## config.mk

```make
export PLATFORM = sky130hd
export DESIGN_NAME = sac_ctrl
export DESIGN_NICKNAME = d
export VERILOG_FILES = /design/src/common/sac_pkg.sv /design/src/hdl/sac_sync.sv /design/src/hdl/sac_ctrl.sv
export VERILOG_INCLUDE_DIRS = /design/src /design/src/common
export SDC_FILE = /design/constraint.sdc
export NUM_CORES = 1
export LEC_CHECK = 0
export BUFFER_PORTS_ARGS = -buffer_cell sky130_fd_sc_hd__buf_2
export CORE_UTILIZATION = 54
export CTS_CLUSTER_SIZE = 20
export DETAILED_ROUTE_END_ITERATION = 16
export GPL_ROUTABILITY_DRIVEN = 1
export PLACE_DENSITY = 0.75
export SLEW_MARGIN = 20
export SYNTH_ARGS = -nofsm -noshare
export SYNTH_HDL_FRONTEND = slang
export SYNTH_SLANG_ARGS = --single-unit
```

## constraint.sdc

```tcl
create_clock -name clk_sys_i -period 2.8 [get_ports clk_sys_i]
set_clock_uncertainty 0.2 [all_clocks]
set_input_delay 0.56 -clock clk_sys_i [delete_from_list [all_inputs] [get_ports clk_sys_i]]
set_output_delay 0.56 -clock clk_sys_i [all_outputs]
set_load 0.03 [all_outputs]
```

## src/common/sac_map.svh

```systemverilog
// Purpose: Constants for the SAR converter control block
// Assumes: 40 MHz system clock
// Notes: Encodings of the start selector and input selectors
`ifndef SAC_MAP_SVH
`define SAC_MAP_SVH
`define SAC_CODE_W 10
`define SAC_DIV_W 5
`define SAC_TRACK_CLKS 4'h3
`define SAC_SAR_BITS 4'hA
`define SAC_NEG_GND 5'h1F
`define SAC_POS_TEMP 5'h1E
`define SAC_POS_VDD 5'h1F
`define SAC_SRC_SW 3'h0
`define SAC_SRC_T0 3'h1
`define SAC_SRC_T2 3'h2
`define SAC_SRC_T1 3'h3
`define SAC_SRC_EXT 3'h4
`define SAC_SRC_T3 3'h5
`define SAC_RES_ZERO 16'h0000
`define SAC_MAX_RATE_KSPS 200
`endif

```

## src/common/sac_pkg.sv

```systemverilog
// Purpose: Types for the SAR converter control block
// Assumes: sac_map.svh included first
// Notes: Gray codes along idle, track, convert, done
`default_nettype none
package sac_pkg;
	typedef enum logic [1:0] {
		SAC_IDLE = 2'h0,
		SAC_TRACK = 2'h1,
		SAC_CONV = 2'h3,
		SAC_DONE = 2'h2
	} sac_state_e;
endpackage
`default_nettype wire

```

## src/hdl/sac_sync.sv

```systemverilog
// Purpose: Two-stage synchroniser for pin levels
// Assumes: asynchronous active-low reset
// Notes: First stage is read only by the second
`default_nettype none
module sac_sync #(
	parameter int W = 1
) (
	input wire logic clk_sys_i, // System clock
	input wire logic rst_b_i, // Reset, active low
	input wire logic [W-1:0] d_i, // Asynchronous input
	output logic [W-1:0] q_o // Synchronised output
);
	logic [W-1:0] meta_ff;
	// Two flops in series
	always_ff @(posedge clk_sys_i or negedge rst_b_i) begin
		if (!rst_b_i) begin
			meta_ff <= '0;
			q_o <= '0;
		end else begin
			meta_ff <= d_i;
			q_o <= meta_ff;
		end
	end
endmodule
`default_nettype wire

```

## src/hdl/sac_ctrl.sv

```systemverilog
// Purpose: Conversion control for a 10-bit SAR converter
// Assumes: 40 MHz clock, analog core gives one bit per SAR clock
// Notes: Control bits are plain ports; no bus
// Overview of operation
// - Converter runs only while enabled
// - Positive and negative input choices supported
// - Ground negative input means single-ended
// - Single-ended result is 10-bit unsigned
// - Justify bit selects right or left
// - Unused single-ended bits read zero
// - Differential result is two's complement
// - Right-justified differential sign-extends high byte
// - SAR clock is system clock over divider+1
// - Rates up to 200 ksps supported
// - Start source selects the trigger
// - Busy high for whole conversion
// - Busy fall at conversion end sets done flag, interrupt
// - Timer 2/3 overflow byte follows mode
// - Default mode tracks except while converting
// - Low-power mode tracks three SAR clocks
// - External pin low-power: track while low
// - Idle tracking off in standby or sleep
`include "sac_map.svh"
`default_nettype none
module sac_ctrl
	import sac_pkg::*;
#(
	parameter int CODE_W = `SAC_CODE_W,
	parameter int DIV_W = `SAC_DIV_W
) (
	input wire logic clk_sys_i, // System clock
	input wire logic rst_b_i, // Reset, active low
	input wire logic converter_enable_bit_i, // Subsystem enable
	input wire logic left_justify_select_i, // 1 = left-justified
	input wire logic [DIV_W-1:0] sar_clock_divider_i, // Divider field
	input wire logic [2:0] conversion_start_select_i, // Trigger source
	input wire logic low_power_track_select_i, // Low-power tracking
	input wire logic busy_write_one_i, // Software writes one to busy
	input wire logic done_clear_i, // Software clears done flag
	input wire logic done_int_enable_i, // Interrupt enable
	input wire logic [4:0] positive_input_select_i, // Positive mux choice
	input wire logic [4:0] negative_input_select_i, // Negative mux choice
	input wire logic t0_ovf_i, // Timer 0 overflow pulse
	input wire logic t1_ovf_i, // Timer 1 overflow pulse
	input wire logic t2_low_ovf_i, // Timer 2 low-byte overflow
	input wire logic t2_high_ovf_i, // Timer 2 high-byte overflow
	input wire logic t2_split_i, // Timer 2 in 8-bit mode
	input wire logic t3_low_ovf_i, // Timer 3 low-byte overflow
	input wire logic t3_high_ovf_i, // Timer 3 high-byte overflow
	input wire logic t3_split_i, // Timer 3 in 8-bit mode
	input wire logic standby_i, // Device in standby or sleep
	input wire logic external_convert_start_i, // Start pin, asynchronous
	input wire logic comparator_i, // SAR comparator, asynchronous
	output logic conversion_busy_flag_o, // Conversion in progress
	output logic conversion_done_flag_o, // Result valid, sticky
	output logic conversion_irq_o, // Done interrupt request
	output logic [7:0] result_high_byte_o, // Result high byte
	output logic [7:0] result_low_byte_o, // Result low byte
	output logic analog_power_o, // Analog core powered
	output logic track_o, // Track-and-hold tracking
	output logic differential_o, // Differential mode
	output logic [4:0] mux_pos_o, // Positive mux drive
	output logic [4:0] mux_neg_o, // Negative mux drive
	output logic [CODE_W-1:0] dac_trial_o // SAR trial word
);
	localparam int CLK_HZ = 40_000_000;
	localparam int MAX_RATE_SPS = `SAC_MAX_RATE_KSPS * 1000;
	localparam int CYC_PER_SAMPLE = CLK_HZ / MAX_RATE_SPS;

	// Refuse code width, divider width or clock rate the logic cannot serve, at elaboration
	if (CODE_W != `SAC_CODE_W) begin
		$error("CODE_W must match the converter width");
	end
	if (DIV_W < 1 || DIV_W > 8) begin
		$error("DIV_W out of range");
	end
	if (CYC_PER_SAMPLE < 1) begin
		$error("clock too slow");
	end

	typedef struct packed {
		sac_state_e st;
		logic [DIV_W-1:0] div_cnt;
		logic [3:0] step;
		logic [CODE_W-1:0] sar;
		logic [CODE_W-1:0] trial;
		logic busy;
		logic done;
		logic irq;
		logic ext_q;
		logic diff_lat;
		logic [7:0] res_hi;
		logic [7:0] res_lo;
		logic power;
		logic track;
		logic diff;
		logic [4:0] pos;
		logic [4:0] neg;
	} sac_state_s;

	sac_state_s cur_ff;
	sac_state_s nxt_cur;
	logic ext_sync;
	logic cmp_sync;

	// Pin levels cross in through two flops
	sac_sync #(.W(2)) u_sync (
		.clk_sys_i(clk_sys_i),
		.rst_b_i(rst_b_i),
		.d_i({external_convert_start_i, comparator_i}),
		.q_o({ext_sync, cmp_sync})
	);

	logic sar_tick;
	logic ext_rise;
	logic t2_ovf;
	logic t3_ovf;
	logic start_evt;
	logic is_diff;
	logic [15:0] right_word;
	logic [15:0] left_word;
	logic [15:0] res_word;
	logic [CODE_W-1:0] code_fin;
	logic ext_mode;

	// Trigger selection and result formatting
	always_comb begin
		sar_tick = (cur_ff.div_cnt == sar_clock_divider_i);
		ext_rise = ext_sync && !cur_ff.ext_q;
		t2_ovf = t2_split_i ? t2_low_ovf_i : t2_high_ovf_i;
		t3_ovf = t3_split_i ? t3_low_ovf_i : t3_high_ovf_i;
		ext_mode = (conversion_start_select_i == `SAC_SRC_EXT);
		unique case (conversion_start_select_i)
			`SAC_SRC_SW: start_evt = busy_write_one_i;
			`SAC_SRC_T0: start_evt = t0_ovf_i;
			`SAC_SRC_T2: start_evt = t2_ovf;
			`SAC_SRC_T1: start_evt = t1_ovf_i;
			`SAC_SRC_EXT: start_evt = ext_rise;
			`SAC_SRC_T3: start_evt = t3_ovf;
			default: start_evt = 1'b0;
		endcase
		is_diff = (negative_input_select_i != `SAC_NEG_GND);
		// Final bit resolved from the current trial and comparator
		code_fin = cmp_sync ? cur_ff.trial : (cur_ff.trial & ~(cur_ff.trial ^ cur_ff.sar));
		// Sign-extend only in differential mode; zero otherwise
		right_word = {{(16 - CODE_W){cur_ff.diff_lat & code_fin[CODE_W-1]}}, code_fin};
		left_word = {code_fin, {(16 - CODE_W){1'b0}}};
		res_word = left_justify_select_i ? left_word : right_word;
	end

	// Next-state logic of the whole controller
	always_comb begin
		nxt_cur = cur_ff;
		nxt_cur.ext_q = ext_sync;
		nxt_cur.irq = 1'b0;
		nxt_cur.pos = positive_input_select_i;
		nxt_cur.neg = negative_input_select_i;
		nxt_cur.diff = is_diff;
		nxt_cur.power = converter_enable_bit_i;
		// Clear first, so a same-cycle set wins
		if (done_clear_i) begin
			nxt_cur.done = 1'b0;
		end
		// SAR clock divider runs while a conversion is underway
		if (cur_ff.st == SAC_IDLE || sar_tick) begin
			nxt_cur.div_cnt = '0;
		end else begin
			nxt_cur.div_cnt = cur_ff.div_cnt + 1'b1;
		end
		if (!converter_enable_bit_i) begin
			// Shutdown abandons any conversion in flight
			nxt_cur.st = SAC_IDLE;
			nxt_cur.busy = 1'b0;
			nxt_cur.track = 1'b0;
			nxt_cur.div_cnt = '0;
		end else begin
			unique case (cur_ff.st)
				SAC_IDLE: begin
					// Idle tracking off in standby; else default mode always, low-power only in pin mode with pin low
					if (standby_i) begin
						nxt_cur.track = 1'b0;
					end else if (low_power_track_select_i) begin
						nxt_cur.track = ext_mode && !ext_sync;
					end else begin
						nxt_cur.track = 1'b1;
					end
					if (start_evt) begin
						nxt_cur.busy = 1'b1;
						nxt_cur.done = done_clear_i ? 1'b0 : cur_ff.done;
						nxt_cur.diff_lat = is_diff;
						nxt_cur.step = '0;
						nxt_cur.sar = '0;
						nxt_cur.trial = {1'b1, {(CODE_W - 1){1'b0}}};
						// External pin already tracked while low, so skip the window
						if (low_power_track_select_i && !ext_mode) begin
							nxt_cur.st = SAC_TRACK;
							nxt_cur.track = !standby_i;
						end else begin
							nxt_cur.st = SAC_CONV;
							nxt_cur.track = 1'b0;
						end
					end
				end
				SAC_TRACK: begin
					if (sar_tick) begin
						nxt_cur.step = cur_ff.step + 1'b1;
						if (cur_ff.step == `SAC_TRACK_CLKS - 4'h1) begin
							nxt_cur.st = SAC_CONV;
							nxt_cur.track = 1'b0;
							nxt_cur.step = '0;
						end
					end
				end
				SAC_CONV: begin
					// One bit decided per SAR clock; new starts fall through unused
					nxt_cur.track = 1'b0;
					if (sar_tick) begin
						nxt_cur.step = cur_ff.step + 1'b1;
						if (cmp_sync) begin
							nxt_cur.sar = cur_ff.trial;
						end
						nxt_cur.trial = (cmp_sync ? cur_ff.trial : cur_ff.sar) | (cur_ff.trial ^ cur_ff.sar) >> 1;
						if (cur_ff.step == `SAC_SAR_BITS - 4'h1) begin
							nxt_cur.st = SAC_DONE;
							nxt_cur.res_hi = res_word[15:8];
							nxt_cur.res_lo = res_word[7:0];
						end
					end
				end
				SAC_DONE: begin
					// Busy falls together with the done flag rising
					nxt_cur.busy = 1'b0;
					nxt_cur.done = 1'b1;
					nxt_cur.irq = done_int_enable_i;
					nxt_cur.st = SAC_IDLE;
				end
				default: nxt_cur.st = SAC_IDLE;
			endcase
		end
	end

	// State register
	always_ff @(posedge clk_sys_i or negedge rst_b_i) begin
		if (!rst_b_i) begin
			cur_ff <= '{st: SAC_IDLE, res_hi: 8'h00, res_lo: 8'h00, default: '0};
		end else begin
			cur_ff <= nxt_cur;
		end
	end

	// Outputs come straight from the state flops
	assign conversion_busy_flag_o = cur_ff.busy;
	assign conversion_done_flag_o = cur_ff.done;
	assign conversion_irq_o = cur_ff.irq;
	assign result_high_byte_o = cur_ff.res_hi;
	assign result_low_byte_o = cur_ff.res_lo;
	assign analog_power_o = cur_ff.power;
	assign track_o = cur_ff.track;
	assign differential_o = cur_ff.diff;
	assign mux_pos_o = cur_ff.pos;
	assign mux_neg_o = cur_ff.neg;
	assign dac_trial_o = cur_ff.trial;
endmodule
`default_nettype wire

```

==> impl_results.md, run 1 <==
- Initial Util: 56.2%
- Setup TNS Final: 0 ns
- Top cell type's share of synthesized area: 48.1%
- Fin crit share: 83.2%
- Clock sinks: 69
- Setup violators final: 0
- Largest net degree at the start of global routing: 44
- Hpwl dp: 4900 µm
- Area growth syn-to-layout: 12.3%
- CP max-delay cell: dfrtp_1
- H-tree Lvls: 3
- CP startpoint kind: register
- DRT iter0 DRCs: 68
- Port bufs: 78
- CTS tree: yes
- Warning count from the yosys run: 0
- Post-synth cell types: 46
- WP data arrival: 2.36 ns
- Flop pwr share: 51.2%
- Setup crit end kind: register
- Top-level I/O count: 79
- Worst-Skew Late Latency: 0.35 ns
- WL per Instance: 14.5 µm
- Final layout net count: 428
- Area post-placement: 0.00385 mm²
- CP Cell Sequence: inv_1 > nand3_1 > a2111o_1 > buf_4 > a22o_1 > a22o_1
- Avg Inst Size Synth: 11.0 µm²
- Clock transition at path regs: 0.08 ns
- Cell with the most instances after synthesis: dfrtp_1
- RSZ-0062 raised after global routing: no
- Most frequent CP cell: a22o_1
- GRT Util Overall: 21.1%
- Dominant cell type by area after synthesis: dfrtp_1
- LEAKAGE: 2.02 nW
- 1st-pass router iterations: 5
- Min Hold Slack: 0.0220 ns
- Worst path required time: 2.83 ns
- # rows: 29
- Top post-synthesis cells by count: 69 x dfrtp_1, 36 x buf_4, 22 x nor2_1
- Slowest stage delay, CP: 0.41 ns
- Max Clock Freq: 0.429 GHz
- Post-DRT Antenna Nets: 0
- CTS resizes: 0
- Diode count: 0
- Worst min-delay path category: in2async
- Max Root-Sink Buffers: 2
- Layout cells sized above 1: 33.9%
- Synthesized cell area: 0.00359 mm²
- Max VDD drop: 0.327 mV
- CP Class: reg2reg
- Status: completed
- Final hold violation count: 0
- Mapped Nets: 376
- Routed vias: 2500
- Routed WL: 6690 µm
- Routed vias/inst: 5.43
- Full die area: 0.00697 mm²
- Fraction of registers with async set/reset: 100%
- Ranking of synthesized cells by area: dfrtp_1 48%, buf_4 7.5%, mux2_2 5.7%
- Seq/Total Area, Yosys: 48.1%
- Top_reg_cell synth: dfrtp_1
- EDFF count, synth: 0
- Switching power: 0.593 mW
- Internal power: 1.48 mW
- Clk network pwr share: 36.1%
- Core area: 0.00639 mm²
- CTS root buf: clkbuf_8
- Sw Ratio: 28.6%
- TritonCTS Buffers: 9
- Post-Layout Inst Area: 0.00403 mm²
- Max-slew headroom: 58.2%
- Global route overflow: 0
- Fillers: 537
- Remaining routing DRC violations: 0
- Max cap viols: 0
- Vias in the first global route: 2445
- Cell Pwr Density: 515 mW/mm²
- Worst slew pin tran: 0.621 ns
- Synth Register Bits: 69
- Die Span X: 83.5 µm
- Minimum clock period: 2.33 ns
- Initial antenna violation count: 0
- Final slew viol count: 0
- # Post-CTS Setup Buffers: 0
- Gate power share: 12.7%
- Cell count after synthesis: 326
- First-pass GRT wire length: 11600 µm
- Die height: 83.5 µm
- Hold buffer count at CTS: 0
- GPL Wtd Cong: 0.828
- Critical-path maximum fanout: 11
- Reg2Reg Depth: 6
==> sequential cells by signal, indices dropped and copies added (netlist names) <==
register and cells:
cur_ff 23, dac_trial_o 10, result_high_byte_o 8, result_low_byte_o 8, mux_neg_o 5, mux_pos_o 5, u_sync.meta_ff 2, u_sync.q_o 2
analog_power_o 1, conversion_busy_flag_o 1, conversion_done_flag_o 1, conversion_irq_o 1, differential_o 1, track_o 1
==> stage by stage <==
step	power, mW	setup slack, ns	util [%]	instances
4_1_cts	2.10	0.478	63.1	460
2_1_floorplan	1.26	0.405	-	326
3_5_place_dp	1.35	0.208	60.2	444
5_1_grt	2.18	0.396	63.1	460
6_report	2.07	0.471	63.1	460
3_3_place_gp	1.34	0.267	60.2	444
==> path summary, 6_finish.rpt <==
check                                       startpoint                                 to  slack (ns)
setup / recovery                cur_ff[64]$_DFFE_PN0P_             cur_ff[48]$_DFFE_PN0P_        0.47
hold / removal                                 rst_b_i  result_high_byte_o[3]$_DFFE_PN0P_        0.02
setup reg to reg                cur_ff[64]$_DFFE_PN0P_             cur_ff[48]$_DFFE_PN0P_        0.47
hold reg to reg            u_sync.meta_ff[0]$_DFF_PN0_            u_sync.q_o[0]$_DFF_PN0_        0.15
max in group asynchronous                      rst_b_i             cur_ff[44]$_DFFE_PN0P_        1.74
min in group clk_sys_i      positive_input_select_i[2]             mux_pos_o[2]$_DFF_PN0_        0.11
==> routing by layer <==
metal | part of all wire (%) | up-vias | track usage [%]
met5 | 0 | - | 0
met4 | 1.5 | 0 | 9.86
met3 | 4.5 | 10 | 3.96
met2 | 45 | 67 | 31.8
met1 | 49 | 1186 | 29.8
li1 | - | 1237 | -
==> cells by family after synthesis <==
family	Yosys count	share of synthesized area, %
AND/OR/NAND/NOR	72	10.2
flip-flops	69	48.1
buffers and inverters	66	11.0
AO/OA/AOI/OAI	65	14.3
multiplexers	32	9.63
adder cells (fa/ha/maj)	13	4.53
XOR/XNOR	9	2.20
==> cells in the final DEF (no fill, tap or decap), types with 9 or more instances in the layout <==
master and instances:
nor3_1 10, mux2i_1 12, nand2_1 11, clkbuf_8 10, a22o_1 11, ha_1 13, inv_1 17, dfrtp_1 69
mux2_2 18, buf_4 11, buf_2 78, nor2_1 22, nand3_1 9
==> power groups by stage <==
| stage | logic [mW] | clock network (mW) | registers (mW) |
|---|---|---|---|
| final | 0.264 | 0.748 | 1.06 |
| after global routing | 0.297 | 0.810 | 1.07 |
| after CTS | 0.268 | 0.766 | 1.06 |
| after detailed placement | 0.267 | 0 | 1.08 |
| after global placement | 0.262 | 0 | 1.08 |
| after floorplan | 0.173 | 0 | 1.08 |
==> layout make-up <==
type	count	area [µm²]	share of cell area (%)
multi-input cells	191	1470	36.4
flip-flops and latches	69	1730	42.9
clock buffers	10	138	3.42
repair buffers	90	493	12.2
clock inverters	6	45.0	1.12
well taps	77	96.3	2.39
inverters	17	63.8	1.58
==> worst max-delay path, delay by kind of cell, from the launching register on <==
family          cells  cell delay (ns)
compound gates      3             1.07
buf+inv             2             0.39
simple gates        1             0.15
flops               1             0.41
(Power assumes the default switching activity.)
==> run 2: changes to the inputs <==
clock period = 2.3 ns   (was 2.8 ns; I/O delays follow)
==> impl_results.md, run 2 (synthesis gave the netlist of run 1 again) <==
- Layout cells sized above 1: 34.9% (was 33.9%)
- CP Class: reg2reg (unchanged)
- Final core occ: 64.9% (was 63.1%)
- Setup violators final: 0 (unchanged)
- Port bufs: 78 (unchanged)
- Minimum clock period: 2.18 ns (was 2.33 ns)
- Setup ws final: 0.122 ns (was 0.471 ns)
- Area growth syn-to-layout: 15.5% (was 12.3%)
- Max VDD drop: 0.362 mV (was 0.327 mV)
- CP startpoint kind: register (unchanged)
- DRT iter0 DRCs: 184 (was 68)
- Die height: 83.5 µm (unchanged)
- WL per Instance: 15.3 µm (was 14.5 µm)
- Worst flop-to-flop path endpoint: cur_ff[48]$_DFFE_PN0P_ (unchanged)
- Remaining routing DRC violations: 0 (unchanged)
- LEAKAGE: 2.09 nW (was 2.02 nW)
- Hpwl dp: 5100 µm (was 4900 µm)
- Clock transition at path regs: 0.07 ns (was 0.08 ns)
- Clock sinks: 69 (unchanged)
- Placed Cells: 452 (was 444)
- Core area: 0.00639 mm² (unchanged)
- Commonest cells after routing, fill and taps aside: 78 x buf_2, 69 x dfrtp_1, 22 x nor2_1 (unchanged)
- CP endpoint: cur_ff[48]$_DFFE_PN0P_ (unchanged)
- # Post-CTS Setup Buffers: 0 (unchanged)
- Routed vias/inst: 5.54 (was 5.43)
- First-pass GRT wire length: 12300 µm (was 11600 µm)
- Fillers: 522 (was 537)
- Max Root-Sink Buffers: 2 (unchanged)
- Top-level I/O count: 79 (unchanged)
- Status: completed (unchanged)
- Worst min-delay path category: in2reg (was in2async)
- Vias in the first global route: 2614 (was 2445)
- Post-Layout Inst Area: 0.00414 mm² (was 0.00403 mm²)
- Area post-placement: 0.00392 mm² (was 0.00385 mm²)
- Critical-path maximum fanout: 10 (was 11)
- TritonCTS Buffers: 9 (unchanged)
- R2R Setup Slk: 0.12 ns (was 0.47 ns)
- Max-slew headroom: 55.8% (was 58.2%)
- Post-DRT Antenna Nets: 0 (unchanged)
- Most common cell after layout, fill and taps aside: buf_2 (unchanged)
- WP data arrival: 2.20 ns (was 2.36 ns)
- Full die area: 0.00697 mm² (unchanged)
- Global route overflow: 0 (unchanged)
- Diode count: 0 (unchanged)
- RSZ-0062 raised after global routing: no (unchanged)
- PnR Total Power: 2.71 mW (was 2.07 mW)
- Fin cells: 469 (was 460)
- Max reg flops: 23 (unchanged)
- Post-Route M1 WL: 3210 µm (was 3310 µm)
- Metal2 WL: 3410 µm (was 2980 µm)
- # rows: 29 (unchanged)
- Cell Pwr Density: 655 mW/mm² (was 515 mW/mm²)
- H-tree Lvls: 3 (unchanged)
- Max Used Layer: met4 (unchanged)
- Die Span X: 83.5 µm (unchanged)
- CTS tree: yes (unchanged)
- Fin crit share: 94.7% (was 83.2%)
- Sequential cell area: 0.00173 mm² (unchanged)
- Routed WL: 7160 µm (was 6690 µm)
- GPL Wtd Cong: 0.843 (was 0.828)
- Reg2reg start: u_sync.q_o[1]$_DFF_PN0_ (was cur_ff[64]$_DFFE_PN0P_)
- Final slew viol count: 0 (unchanged)
- Setup crit end kind: register (unchanged)
- Max cap viols: 0 (unchanged)
- Multi-input gate area: 0.00147 mm² (unchanged)
- Routed vias: 2596 (was 2500)
- Final hold violation count: 0 (unchanged)
- Reg2Reg Depth: 6 (unchanged)
- Dpl ws: -0.161 ns (was 0.208 ns)
- CTS root buf: clkbuf_8 (unchanged)
- Worst path required time: 2.32 ns (was 2.83 ns)
- Min Hold Slack: 0.0213 ns (was 0.0220 ns)
- Max Clock Freq: 0.459 GHz (was 0.429 GHz)
- Initial Util: 56.2% (unchanged)
- Initial antenna violation count: 0 (unchanged)
- 1st-pass router iterations: 4 (was 5)
- Setup TNS Final: 0 ns (unchanged)
- Largest net degree at the start of global routing: 49 (was 44)
- Final layout net count: 437 (was 428)
- Worst slew pin tran: 0.656 ns (was 0.621 ns)
- GRT Util Overall: 22.3% (was 21.1%)
- CP startpoint: u_sync.q_o[1]$_DFF_PN0_ (was cur_ff[64]$_DFFE_PN0P_)
- Worst-Skew Late Latency: 0.34 ns (was 0.35 ns)
- Met3 WL: 432 µm (was 303 µm)
- Largest register by flop count: cur_ff (unchanged)
==> run 2: cell types whose count changed in the layout (fill, tap and decap cells not counted), moves of 2 or more <==
cell | before | now
buf_4 | 11 | 18
clkinvlp_4 | 3 | 0
bufinv_16 | 0 | 2
inv_6 | 2 | 0
clkinv_4 | 0 | 2
==> run 2: per-layer routing <==
layer  up-vias  GRT usage [%]
li1       1251              -
met1      1245           29.4
met2        88           36.1
met3        12           4.45
met4         0           9.40
met5         -              0
==> run 2: layout make-up <==
cell class                      instances  area share (%)
Clock buffer                           10            3.08
Clock inverter                          6            2.11
Inverter                               17            1.54
Multi-Input combinational cell        191            35.4
Sequential cell                        69            41.7
Tap cell                               77            2.32
Timing Repair Buffer                   99            13.9
==> run 2: where the power goes <==
| group | total (mW) | switching [mW] | internal (mW) | leakage (nW) |
|---|---|---|---|---|
| clock network | 1.07 | 0.462 | 0.611 | 0.110 |
| logic | 0.349 | 0.211 | 0.138 | 1.09 |
| registers | 1.29 | 0.0366 | 1.26 | 0.891 |
| total | 2.71 | 0.709 | 2.00 | 2.09 |
==> run 2: worst min-delay path by stage <==
stage          cells past startpoint                        start                          end
6_report                           1     external_convert_start_i  u_sync.meta_ff[1]$_DFF_PN0_
5_1_grt                            1     external_convert_start_i  u_sync.meta_ff[1]$_DFF_PN0_
4_1_cts                            1     external_convert_start_i  u_sync.meta_ff[1]$_DFF_PN0_
3_5_place_dp                       0  u_sync.meta_ff[1]$_DFF_PN0_      u_sync.q_o[1]$_DFF_PN0_
3_3_place_gp                       0  u_sync.meta_ff[0]$_DFF_PN0_      u_sync.q_o[0]$_DFF_PN0_
2_1_floorplan                      0                      rst_b_i     analog_power_o$_DFF_PN0_
==> run 2: worst max-delay path: stages, from the launching register on <==
cell	delay [ns]
dfrtp_1	0.37
nor2b_1	0.14
o21bai_1	0.08
a2111o_1	0.46
buf_4	0.17
a22o_1	0.36
a22o_1	0.28
==> run 2: repair_timing <==
action,4_1_cts,5_1_grt
resized for setup,0,0
hold endpoints to repair,21,0
hold buffers,1,0
